`src/hw/tdrw_map.vh`:
```
// register offsets, field positions and reset values of the translation buffer debug read-out
`ifndef TDRW_MAP_VH
`define TDRW_MAP_VH
// ****************************************
// bus geometry
// ****************************************
`define TDRW_ADDR_W 4
`define TDRW_DATA_W 32
`define TDRW_REG_IDX_HI 3
`define TDRW_REG_IDX_LO 2
`define TDRW_OFS_SEL 2'h0
`define TDRW_OFS_DATA 2'h1
`define TDRW_RESP_OKAY 2'h0
`define TDRW_RESP_SLVERR 2'h2
// ****************************************
// select register layout
// ****************************************
`define TDRW_SEL_ENTRY_HI 15
`define TDRW_SEL_ENTRY_LO 4
`define TDRW_SEL_WORD_HI 3
`define TDRW_SEL_WORD_LO 0
`define TDRW_SEL_ENTRY_RST 12'h000
`define TDRW_SEL_WORD_RST 4'h0
// ****************************************
// buffered entry store
// ****************************************
`define TDRW_ENTRY_COUNT 16
`define TDRW_IDX_W 4
`define TDRW_ENTRY_W 55
// ****************************************
// packed entry layout
// ****************************************
`define TDRW_E_PA_HI 27
`define TDRW_E_PA_LO 0
`define TDRW_E_PAX_HI 35
`define TDRW_E_PAX_LO 28
`define TDRW_E_NG 36
`define TDRW_E_S1PS_HI 39
`define TDRW_E_S1PS_LO 37
`define TDRW_E_S2PS_HI 42
`define TDRW_E_S2PS_LO 40
`define TDRW_E_CTX_HI 49
`define TDRW_E_CTX_LO 43
`define TDRW_E_S1LD 50
`define TDRW_E_S1W 51
`define TDRW_E_S2W 52
`define TDRW_E_EN 53
`define TDRW_E_UCM 54
// ****************************************
// word numbers and trailer codes
// ****************************************
`define TDRW_WORD_FIRST 4'h0
`define TDRW_WORD_PHYS 4'h2
`define TDRW_WORD_CTX 4'h3
`define TDRW_WORD_LAST 4'h6
`define TDRW_POS_MIDDLE 2'h0
`define TDRW_POS_ENTRY_FIRST 2'h1
`define TDRW_POS_ENTRY_LAST 2'h2
`define TDRW_POS_BUF_FIRST 2'h3
`define TDRW_FLAG_VALID 1'h0
`define TDRW_FLAG_INVALID 1'h1
`define TDRW_RSVD_BIT 1'h0
`endif

```
`src/hw/tdrw_entry_mem.v`:
```
// store of buffered translation entries with a registered read port
`include "tdrw_map.vh"
module tdrw_entry_mem (
   input wire clk,
   input wire clk_en,
   input wire wr_en,
   input wire [`TDRW_IDX_W-1:0] wr_idx,
   input wire [`TDRW_ENTRY_W-1:0] wr_data,
   input wire rd_en,
   input wire [`TDRW_IDX_W-1:0] rd_idx,
   output reg [`TDRW_ENTRY_W-1:0] rd_data
);
   // ****************************************
   // storage
   // ****************************************
   reg [`TDRW_ENTRY_W-1:0] mem [0:`TDRW_ENTRY_COUNT-1]; // entry contents, not reset

   // write port, a same-cycle read sees the old word
   always @(posedge clk) begin
      if (clk_en && wr_en) begin
         mem[wr_idx] <= wr_data;
      end
   end

   // registered read port
   always @(posedge clk) begin
      if (clk_en && rd_en) begin
         rd_data <= mem[rd_idx];
      end
   end
endmodule // tdrw_entry_mem

```
`src/hw/tdrw_readout.v`:
```
// translation buffer debug read-out: select register, entry store and word formatter behind axi4-lite
`include "tdrw_map.vh"
// What this block does
// - word 2 bits 31:4 hold physical address
// - every word ends with common 4-bit trailer
// - word 3 bit 31 user maintenance enable
// - bit 30 context enable, 26:20 context index
// - bits 29/28 stage 2/1 wide format
// - bit 27 stage 1 long descriptor
// - bits 18:16 stage 2 page size code
// - bits 15:13 stage 1 page size code
// - bit 12 not-global attribute
// - bits 11:4 further physical address bits
// - position code middle/first/last/buffer first
// - pointer flag 0 valid, 1 invalid
// - word flag 0 valid, 1 invalid
module tdrw_readout (
   input wire clk,
   input wire sys_rst,
   input wire clk_en,
   // axi4-lite write address
   input wire [`TDRW_ADDR_W-1:0] s_axi_awaddr,
   input wire s_axi_awvalid,
   output reg s_axi_awready,
   // axi4-lite write data
   input wire [`TDRW_DATA_W-1:0] s_axi_wdata,
   input wire [3:0] s_axi_wstrb,
   input wire s_axi_wvalid,
   output reg s_axi_wready,
   // axi4-lite write response
   output reg [1:0] s_axi_bresp,
   output reg s_axi_bvalid,
   input wire s_axi_bready,
   // axi4-lite read address
   input wire [`TDRW_ADDR_W-1:0] s_axi_araddr,
   input wire s_axi_arvalid,
   output reg s_axi_arready,
   // axi4-lite read data
   output reg [`TDRW_DATA_W-1:0] s_axi_rdata,
   output reg [1:0] s_axi_rresp,
   output reg s_axi_rvalid,
   input wire s_axi_rready,
   // entry fill from the translation logic, same clock
   input wire fill_valid,
   input wire [`TDRW_IDX_W-1:0] fill_index,
   input wire [`TDRW_ENTRY_W-1:0] fill_entry,
   // drop every entry not filled in the same cycle
   input wire flush
);
   // ****************************************
   // read sequencer states
   // ****************************************
   localparam RD_IDLE = 2'b00; // waiting for an address
   localparam RD_MEM = 2'b01; // entry store being read
   localparam RD_RESP = 2'b10; // data offered to master

   // ****************************************
   // declarations
   // ****************************************
   reg [11:0] sel_entry; // entry pointer
   reg [3:0] sel_word; // word pointer
   reg aw_held; // write address captured
   reg w_held; // write data captured
   reg [`TDRW_ADDR_W-1:0] aw_addr; // captured write address
   reg [`TDRW_DATA_W-1:0] w_data; // captured write data
   reg [3:0] w_strb; // captured byte enables
   reg [1:0] rd_state; // read sequencer state
   reg [`TDRW_ADDR_W-1:0] ar_addr; // captured read address
   reg [11:0] snap_entry; // entry pointer seen at read time
   reg [3:0] snap_word; // word pointer seen at read time
   reg snap_valid; // entry validity seen at read time
   reg [`TDRW_ENTRY_COUNT-1:0] entry_valid; // one flag per buffered entry
   wire [`TDRW_ENTRY_W-1:0] mem_rd_data; // entry read from store
   wire aw_hs; // write address taken
   wire w_hs; // write data taken
   wire ar_hs; // read address taken
   wire do_write; // both write halves present
   wire pointer_in_range; // entry pointer names a stored entry
   reg [1:0] entry_word_position; // trailer position field
   reg entry_pointer_invalid; // trailer pointer flag
   reg word_info_invalid; // trailer word flag
   reg [`TDRW_DATA_W-1:0] next_word; // formatted read-out word
   reg [`TDRW_DATA_W-1:0] next_rdata; // read data for response
   reg [1:0] next_rresp; // read response code
   wire user_cache_maint_enable; // entry field
   wire ctx_enable; // entry field
   wire stage2_wide_format; // entry field
   wire stage1_wide_format; // entry field
   wire stage1_long_descriptor; // entry field
   wire [6:0] ctx_index; // entry field
   wire [2:0] s2_page_size; // entry field
   wire [2:0] s1_page_size; // entry field
   wire not_global; // entry field
   wire [7:0] pa_extra; // entry field
   wire [27:0] pa_main; // entry field

   assign aw_hs = s_axi_awvalid & s_axi_awready;
   assign w_hs = s_axi_wvalid & s_axi_wready;
   assign ar_hs = s_axi_arvalid & s_axi_arready;
   assign do_write = aw_held & w_held & ~s_axi_bvalid;

   // ****************************************
   // write channels
   // ****************************************
   // address and data taken in either order, response after both
   always @(posedge clk) begin
      if (sys_rst) begin
         s_axi_awready <= 1'b1;
         s_axi_wready <= 1'b1;
         s_axi_bvalid <= 1'b0;
         s_axi_bresp <= `TDRW_RESP_OKAY;
         aw_held <= 1'b0;
         w_held <= 1'b0;
         aw_addr <= {`TDRW_ADDR_W{1'b0}};
         w_data <= {`TDRW_DATA_W{1'b0}};
         w_strb <= 4'h0;
      end else if (clk_en) begin
         // capture address
         if (aw_hs) begin
            aw_addr <= s_axi_awaddr;
            aw_held <= 1'b1;
            s_axi_awready <= 1'b0;
         end
         // capture data
         if (w_hs) begin
            w_data <= s_axi_wdata;
            w_strb <= s_axi_wstrb;
            w_held <= 1'b1;
            s_axi_wready <= 1'b0;
         end
         // issue response
         if (do_write) begin
            s_axi_bvalid <= 1'b1;
            if (aw_addr[`TDRW_REG_IDX_HI:`TDRW_REG_IDX_LO] == `TDRW_OFS_SEL ||
                aw_addr[`TDRW_REG_IDX_HI:`TDRW_REG_IDX_LO] == `TDRW_OFS_DATA) begin
               s_axi_bresp <= `TDRW_RESP_OKAY;
            end else begin
               s_axi_bresp <= `TDRW_RESP_SLVERR;
            end
         end
         // response taken, reopen both channels
         if (s_axi_bvalid && s_axi_bready) begin
            s_axi_bvalid <= 1'b0;
            aw_held <= 1'b0;
            w_held <= 1'b0;
            s_axi_awready <= 1'b1;
            s_axi_wready <= 1'b1;
         end
      end
   end

   // ****************************************
   // select register
   // ****************************************
   // data word writes fall through untouched
   always @(posedge clk) begin
      if (sys_rst) begin
         sel_entry <= `TDRW_SEL_ENTRY_RST;
         sel_word <= `TDRW_SEL_WORD_RST;
      end else if (clk_en && do_write && aw_addr[`TDRW_REG_IDX_HI:`TDRW_REG_IDX_LO] == `TDRW_OFS_SEL) begin
         // byte 0 holds word pointer and low entry bits
         if (w_strb[0]) begin
            sel_word <= w_data[`TDRW_SEL_WORD_HI:`TDRW_SEL_WORD_LO];
            sel_entry[3:0] <= w_data[7:`TDRW_SEL_ENTRY_LO];
         end
         // byte 1 holds upper entry bits
         if (w_strb[1]) begin
            sel_entry[11:4] <= w_data[`TDRW_SEL_ENTRY_HI:8];
         end
      end
   end

   // ****************************************
   // entry validity flags
   // ****************************************
   // one flag per entry, fill sets, flush clears, fill wins
   genvar gi;
   generate
      for (gi = 0; gi < `TDRW_ENTRY_COUNT; gi = gi + 1) begin : g_valid
         localparam [`TDRW_IDX_W-1:0] SLOT = gi; // slot number of this flag
         always @(posedge clk) begin
            if (sys_rst) begin
               entry_valid[gi] <= 1'b0;
            end else if (clk_en) begin
               if (fill_valid && fill_index == SLOT) begin
                  entry_valid[gi] <= 1'b1;
               end else if (flush) begin
                  entry_valid[gi] <= 1'b0;
               end
            end
         end
      end
   endgenerate

   // ****************************************
   // entry store
   // ****************************************
   tdrw_entry_mem u_mem (
      .clk(clk),
      .clk_en(clk_en),
      .wr_en(fill_valid),
      .wr_idx(fill_index),
      .wr_data(fill_entry),
      .rd_en(ar_hs),
      .rd_idx(sel_entry[`TDRW_IDX_W-1:0]),
      .rd_data(mem_rd_data)
   );

   // ****************************************
   // read sequencer
   // ****************************************
   // selection and entry snapshot taken on the address handshake
   always @(posedge clk) begin
      if (sys_rst) begin
         rd_state <= RD_IDLE;
         s_axi_arready <= 1'b1;
         s_axi_rvalid <= 1'b0;
         s_axi_rdata <= {`TDRW_DATA_W{1'b0}};
         s_axi_rresp <= `TDRW_RESP_OKAY;
         ar_addr <= {`TDRW_ADDR_W{1'b0}};
         snap_entry <= `TDRW_SEL_ENTRY_RST;
         snap_word <= `TDRW_SEL_WORD_RST;
         snap_valid <= 1'b0;
      end else if (clk_en) begin
         case (rd_state)
            RD_IDLE: begin
               // take address and freeze the selection
               if (ar_hs) begin
                  ar_addr <= s_axi_araddr;
                  snap_entry <= sel_entry;
                  snap_word <= sel_word;
                  snap_valid <= entry_valid[sel_entry[`TDRW_IDX_W-1:0]];
                  s_axi_arready <= 1'b0;
                  rd_state <= RD_MEM;
               end
            end
            RD_MEM: begin
               // store word ready, present response
               s_axi_rdata <= next_rdata;
               s_axi_rresp <= next_rresp;
               s_axi_rvalid <= 1'b1;
               rd_state <= RD_RESP;
            end
            RD_RESP: begin
               // hold until master takes it
               if (s_axi_rready) begin
                  s_axi_rvalid <= 1'b0;
                  s_axi_arready <= 1'b1;
                  rd_state <= RD_IDLE;
               end
            end
            default: begin
               rd_state <= RD_IDLE;
               s_axi_rvalid <= 1'b0;
               s_axi_arready <= 1'b1;
            end
         endcase
      end
   end

   // ****************************************
   // entry field extraction
   // ****************************************
   assign user_cache_maint_enable = mem_rd_data[`TDRW_E_UCM];
   assign ctx_enable = mem_rd_data[`TDRW_E_EN];
   assign stage2_wide_format = mem_rd_data[`TDRW_E_S2W];
   assign stage1_wide_format = mem_rd_data[`TDRW_E_S1W];
   assign stage1_long_descriptor = mem_rd_data[`TDRW_E_S1LD];
   assign ctx_index = mem_rd_data[`TDRW_E_CTX_HI:`TDRW_E_CTX_LO];
   assign s2_page_size = mem_rd_data[`TDRW_E_S2PS_HI:`TDRW_E_S2PS_LO];
   assign s1_page_size = mem_rd_data[`TDRW_E_S1PS_HI:`TDRW_E_S1PS_LO];
   assign not_global = mem_rd_data[`TDRW_E_NG];
   assign pa_extra = mem_rd_data[`TDRW_E_PAX_HI:`TDRW_E_PAX_LO];
   assign pa_main = mem_rd_data[`TDRW_E_PA_HI:`TDRW_E_PA_LO];
   assign pointer_in_range = (snap_entry[11:`TDRW_IDX_W] == 8'h00);

   // ****************************************
   // trailer
   // ****************************************
   // position, pointer and word flags shared by all words
   always @* begin
      // position of the word in the entry and buffer
      if (snap_word == `TDRW_WORD_FIRST) begin
         if (snap_entry == `TDRW_SEL_ENTRY_RST) begin
            entry_word_position = `TDRW_POS_BUF_FIRST;
         end else begin
            entry_word_position = `TDRW_POS_ENTRY_FIRST;
         end
      end else if (snap_word == `TDRW_WORD_LAST) begin
         entry_word_position = `TDRW_POS_ENTRY_LAST;
      end else begin
         entry_word_position = `TDRW_POS_MIDDLE;
      end
      // pointer flag: out of range reads invalid
      entry_pointer_invalid = pointer_in_range ? `TDRW_FLAG_VALID : `TDRW_FLAG_INVALID;
      // word flag: only stored words of a live entry are valid
      if (pointer_in_range && snap_valid &&
          (snap_word == `TDRW_WORD_PHYS || snap_word == `TDRW_WORD_CTX)) begin
         word_info_invalid = `TDRW_FLAG_VALID;
      end else begin
         word_info_invalid = `TDRW_FLAG_INVALID;
      end
   end

   // ****************************************
   // word formatter
   // ****************************************
   // body by word number, trailer always appended
   always @* begin
      case (snap_word)
         `TDRW_WORD_PHYS: begin
            // physical address word
            next_word = {pa_main,
                         entry_word_position, entry_pointer_invalid, word_info_invalid};
         end
         `TDRW_WORD_CTX: begin
            // context and attribute word
            next_word = {user_cache_maint_enable,
                         ctx_enable,
                         stage2_wide_format, stage1_wide_format,
                         stage1_long_descriptor,
                         ctx_index,
                         `TDRW_RSVD_BIT,
                         s2_page_size,
                         s1_page_size,
                         not_global,
                         pa_extra,
                         entry_word_position, entry_pointer_invalid, word_info_invalid};
         end
         default: begin
            // words not held here: trailer only, marked invalid
            next_word = {28'h0000000,
                         entry_word_position, entry_pointer_invalid, word_info_invalid};
         end
      endcase
   end

   // ****************************************
   // read decode
   // ****************************************
   always @* begin
      next_rdata = {`TDRW_DATA_W{1'b0}};
      next_rresp = `TDRW_RESP_OKAY;
      case (ar_addr[`TDRW_REG_IDX_HI:`TDRW_REG_IDX_LO])
         `TDRW_OFS_SEL: begin
            // select register readback
            next_rdata = {16'h0000, snap_entry, snap_word};
         end
         `TDRW_OFS_DATA: begin
            // formatted entry word
            next_rdata = next_word;
         end
         default: begin
            // unmapped
            next_rresp = `TDRW_RESP_SLVERR;
         end
      endcase
   end
endmodule // tdrw_readout

```
`config.mk`:
```
export PLATFORM = sky130hd
export DESIGN_NAME = tdrw_readout
export DESIGN_NICKNAME = d
export VERILOG_FILES = /design/src/hw/tdrw_entry_mem.v /design/src/hw/tdrw_readout.v
export VERILOG_INCLUDE_DIRS = /design/src /design/src/hw
export SDC_FILE = /design/constraint.sdc
export NUM_CORES = 1
export LEC_CHECK = 0
export BUFFER_PORTS_ARGS = -buffer_cell sky130_fd_sc_hd__buf_2
export CORE_ASPECT_RATIO = 1.25
export CORE_MARGIN = 2
export CORE_UTILIZATION = 45
export CTS_CLUSTER_DIAMETER = 150
export DETAILED_ROUTE_END_ITERATION = 10
export SYNTH_ARGS = -nofsm -noshare
export SYNTH_HDL_FRONTEND = slang
export SYNTH_SLANG_ARGS = --single-unit
```
`constraint.sdc`:
```
create_clock -name clk -period 6.1 [get_ports clk]
set_input_delay 0 -clock clk [delete_from_list [all_inputs] [get_ports clk]]
set_output_delay 0 -clock clk [all_outputs]
set_load 0.01 [all_outputs]
```
==> results.py <==
metrics = {
    "run_status": {
        "outcome": "completed",
    },
    "cells_and_area": {
        "register_area_um2": 30380,
        "multi_input_area_um2": 8656,
        "nFillCells": 6708,
        "fin_cells": 3354,
        "nets": 2212,
        "area_delta_synth_final_pct": 16.18,
        "fin_util_pct": 52.73,
        "layout-drive-gt1-share_pct": 29.47,
    },
    "yosys": {
        "synth-edff-count": 935,
        "synth_common_cells": "edfxtp_1 (935), mux4_2 (266), dfxtp_1 (114)",
        "synth_simple_gate_area_share_pct": 2.695,
        "yosysWarnings": 0,
        "post_synth_xor_area_fraction_pct": 0,
        "yosys.cell_count.top_type": "edfxtp_1",
        "synth_compound_area_share_pct": 1.650,
        "synth_area_leaders": "edfxtp_1 (71%), mux4_2 (15%), dfxtp_1 (5.8%)",
        "async_flop_share_pct": 0,
        "synth_area_um2": 39510,
        "synth_top_family_by_area": "multiplexers",
        "synth_area_leader_cell": "edfxtp_1",
        "synthCells": 1837,
        "synth_top_area_share_pct": 71.06,
        "synthAdderAreaFrac_pct": 0,
        "synth.yosys.seq_area_share_pct": 76.84,
        "ys.flop_type": "edfxtp_1",
        "ys_seq_elements": 1049,
        "syn_avg_cell_area_um2": 21.51,
        "muxShareOfSynthArea_pct": 17.25,
        "ys_types": 49,
    },
    "critical_path": {
        "end_kind": "flip-flop",
        "path_delay_family": "flip-flops",
        "critPathBufInv": 1,
        "worstPathRequired_ns": 6.49,
        "rr_startpoint": "sel_entry[1]$_SDFFE_PP0P_",
        "startpoint_type": "flip-flop",
        "crit_path_frequent_cell": "mux4_2",
        "r2r_cells": 3,
        "cpMaxStageDelayCell": "dfxtp_4",
        "rrSetupSlack_ns": 3.08,
        "arrival_ns": 3.41,
        "path_cells": "buf_4 -> mux4_2 -> mux4_2",
        "worst-path-max-fanout": 65,
        "cp_slowest_stage_delay_ns": 1.02,
        "crit_type": "reg -> reg",
        "worstReg2RegEnd": "u_mem.rd_data[15]$_DFFE_PP_",
    },
    "sta": {
        "fin_tns_setup_ns": 0,
        "rsz0062_at_grt": "no",
        "finalHoldWorstSlack_ns": 0.05629,
        "clock_skew_ns": 0.02904,
        "finalSetupViolCount": 0,
        "max_freq_mhz": 331.2,
        "drv_slew": 0,
        "slew_headroom_pct": 20.59,
        "worst_slew_pin_slew_ns": 1.191,
        "finalCriticalPeriod_ns": 3.020,
        "hold_violations": 0,
        "finalCritPeriodShare_pct": 49.50,
    },
    "clock_network": {
        "cts_buffers": 100,
        "insertion_delay_ns": 0.67,
        "cts_tree": "yes",
        "clockRootBuffer": "clkbuf_16",
        "clock_path_buffers": 3,
        "htreeDepth": 3,
        "cts_resized": 0,
        "path_clk_slew_ns": 0.07,
        "clock_sinks": 1049,
    },
    "power_and_ir_drop": {
        "power.leakage_nw": 14.38,
        "p_per_area_nw_per_um2": 321.7,
        "ir_worst_vdd_mv": 0.1962,
    },
    "route": {
        "routedWlPerCell_um": 27.33,
        "routed_wl_mm": 91.66,
        "ant_nets": 0,
        "first_iter_violations": 1660,
        "first_pass_iters": 5,
        "viasPerCell": 5.721,
        "remaining_drc_errors": 0,
        "vias": 19190,
    },
    "floorplanning": {
        "start_util_pct": 45.39,
        "fp.dieW_um": 269.0,
        "rows": 121,
        "pin_count": 154,
        "die-area_um2": 90200,
        "core_region_area_um2": 87050,
        "die_y_um": 335.3,
    },
    "grt": {
        "grt_pass1_wl_mm": 133.8,
        "gr-total-overflow": 0,
        "grt_pass1_vias": 19980,
        "grt_max_degree": 111,
        "grt_use_total_pct": 20.66,
        "antenna_found_initial": 7,
    },
    "min_path": {
        "whs_path_depth": 5,
        "min_from": "fill_valid",
        "holdPathEnd": "entry_valid[8]$_SDFFE_PP0P_",
        "holdCritPathClass": "in -> reg",
    },
    "place": {
        "place_inst": 3069,
        "gp_congestion": 0.8049,
        "dp_hpwl_mm": 48.25,
        "port_buffers": 129,
    },
    "job": {
        "drv_cap": 0,
    },
}
-- logic make-up after synthesis --
kind of cell,after synthesis
buffers and inverters,107
multiplexers,327
other,1
flip-flops,1049
AND/OR/NAND/NOR,248
AO/OA/AOI/OAI,105
-- sequential cells by signal, summed over array words and instances (netlist names), 2 cells and up --
| signal | count |
|---|---|
| ar_addr | 2 |
| aw_addr | 2 |
| entry_valid | 16 |
| rd_state | 2 |
| s_axi_rdata | 32 |
| sel_entry | 12 |
| sel_word | 4 |
| snap_entry | 12 |
| snap_word | 4 |
| u_mem.mem | 880 |
| u_mem.rd_data | 55 |
| w_data | 16 |
| w_strb | 2 |
-- layout make-up --
cell class | count | share of cell area (%)
Sequential cell | 1049 | 66.17
Multi-Input combinational cell | 682 | 18.86
Clock buffer | 133 | 6.035
Timing Repair Buffer | 264 | 4.225
Tap cell | 1168 | 3.184
Clock inverter | 55 | 1.507
Inverter | 2 | 0.01635
Antenna cell | 1 | 0.005451
-- per-layer routing --
layer	track usage (%)	vias up	part of all wire, %
met5	0	-	0.037
met4	5.780	6	2.1
met3	2.919	111	5.5
met2	34.23	666	49
met1	28.81	10270	43
li1	-	8131	-
-- power breakdown --
group	leakage (nW)	switching (mW)	internal, mW	total, mW
clock network	1.69	2.64	3.84	6.48
registers	9.37	0.0404	7.91	7.95
logic	3.32	0.219	0.117	0.336
-- worst reg2reg max path, cell delays in order (launching register included) --
cell     delay [ns]
dfxtp_4        1.02
buf_4          0.73
mux4_2         0.48
mux4_2         0.51
-- per-stage QoR --
| step | setup WS [ns] | power [mW] | cell area (um^2) |
|---|---|---|---|
| after floorplan | 1.076 | 8.212 | 39520 |
| after global placement | 3.060 | 8.372 | 41480 |
| after detailed placement | 3.029 | 8.392 | 41480 |
| after CTS | 3.026 | 14.89 | 45900 |
| after global routing | 2.935 | 15.19 | 45900 |
| final | 3.080 | 14.77 | 45900 |
-- worst max path at each step --
stage                                    startpoint                          end  cells past startpoint
after global placement    sel_entry[0]$_SDFFE_PP0P_  u_mem.rd_data[54]$_DFFE_PP_                      3
after global routing      sel_entry[0]$_SDFFE_PP0P_  u_mem.rd_data[54]$_DFFE_PP_                      3
after CTS                 sel_entry[1]$_SDFFE_PP0P_  u_mem.rd_data[15]$_DFFE_PP_                      3
after detailed placement                     clk_en   u_mem.mem[8][33]$_DFFE_PP_                      5
final                     sel_entry[1]$_SDFFE_PP0P_  u_mem.rd_data[15]$_DFFE_PP_                      3
after floorplan                              clk_en    u_mem.mem[5][0]$_DFFE_PP_                      4
-- layout by cell type (no fill, tap or decap), types with 5 or more instances in the layout --
master and instances:
dlygate4sd3_1 96, mux2i_1 22, a221oi_1 13, nand2_1 108
clkbuf_1 17, clkinv_1 14, nor3_1 14, edfxtp_1 935
buf_2 128, mux4_2 266, clkinvlp_4 5, nor2_4 12
clkinv_2 15, mux2_2 28, clkbuf_8 9, mux4_1 11
clkbuf_16 102, nor2_1 63, nand3_1 19, dfxtp_1 109
buf_4 37, a22oi_1 9, a21oi_1 64, bufinv_16 15
-- repair_timing --
item                      in CTS  in global routing
hold buffers                  96                  0
buffers inserted               0                  0
hold endpoints to repair     931                  0
No activity file was read; power rests on OpenSTA's default activity.
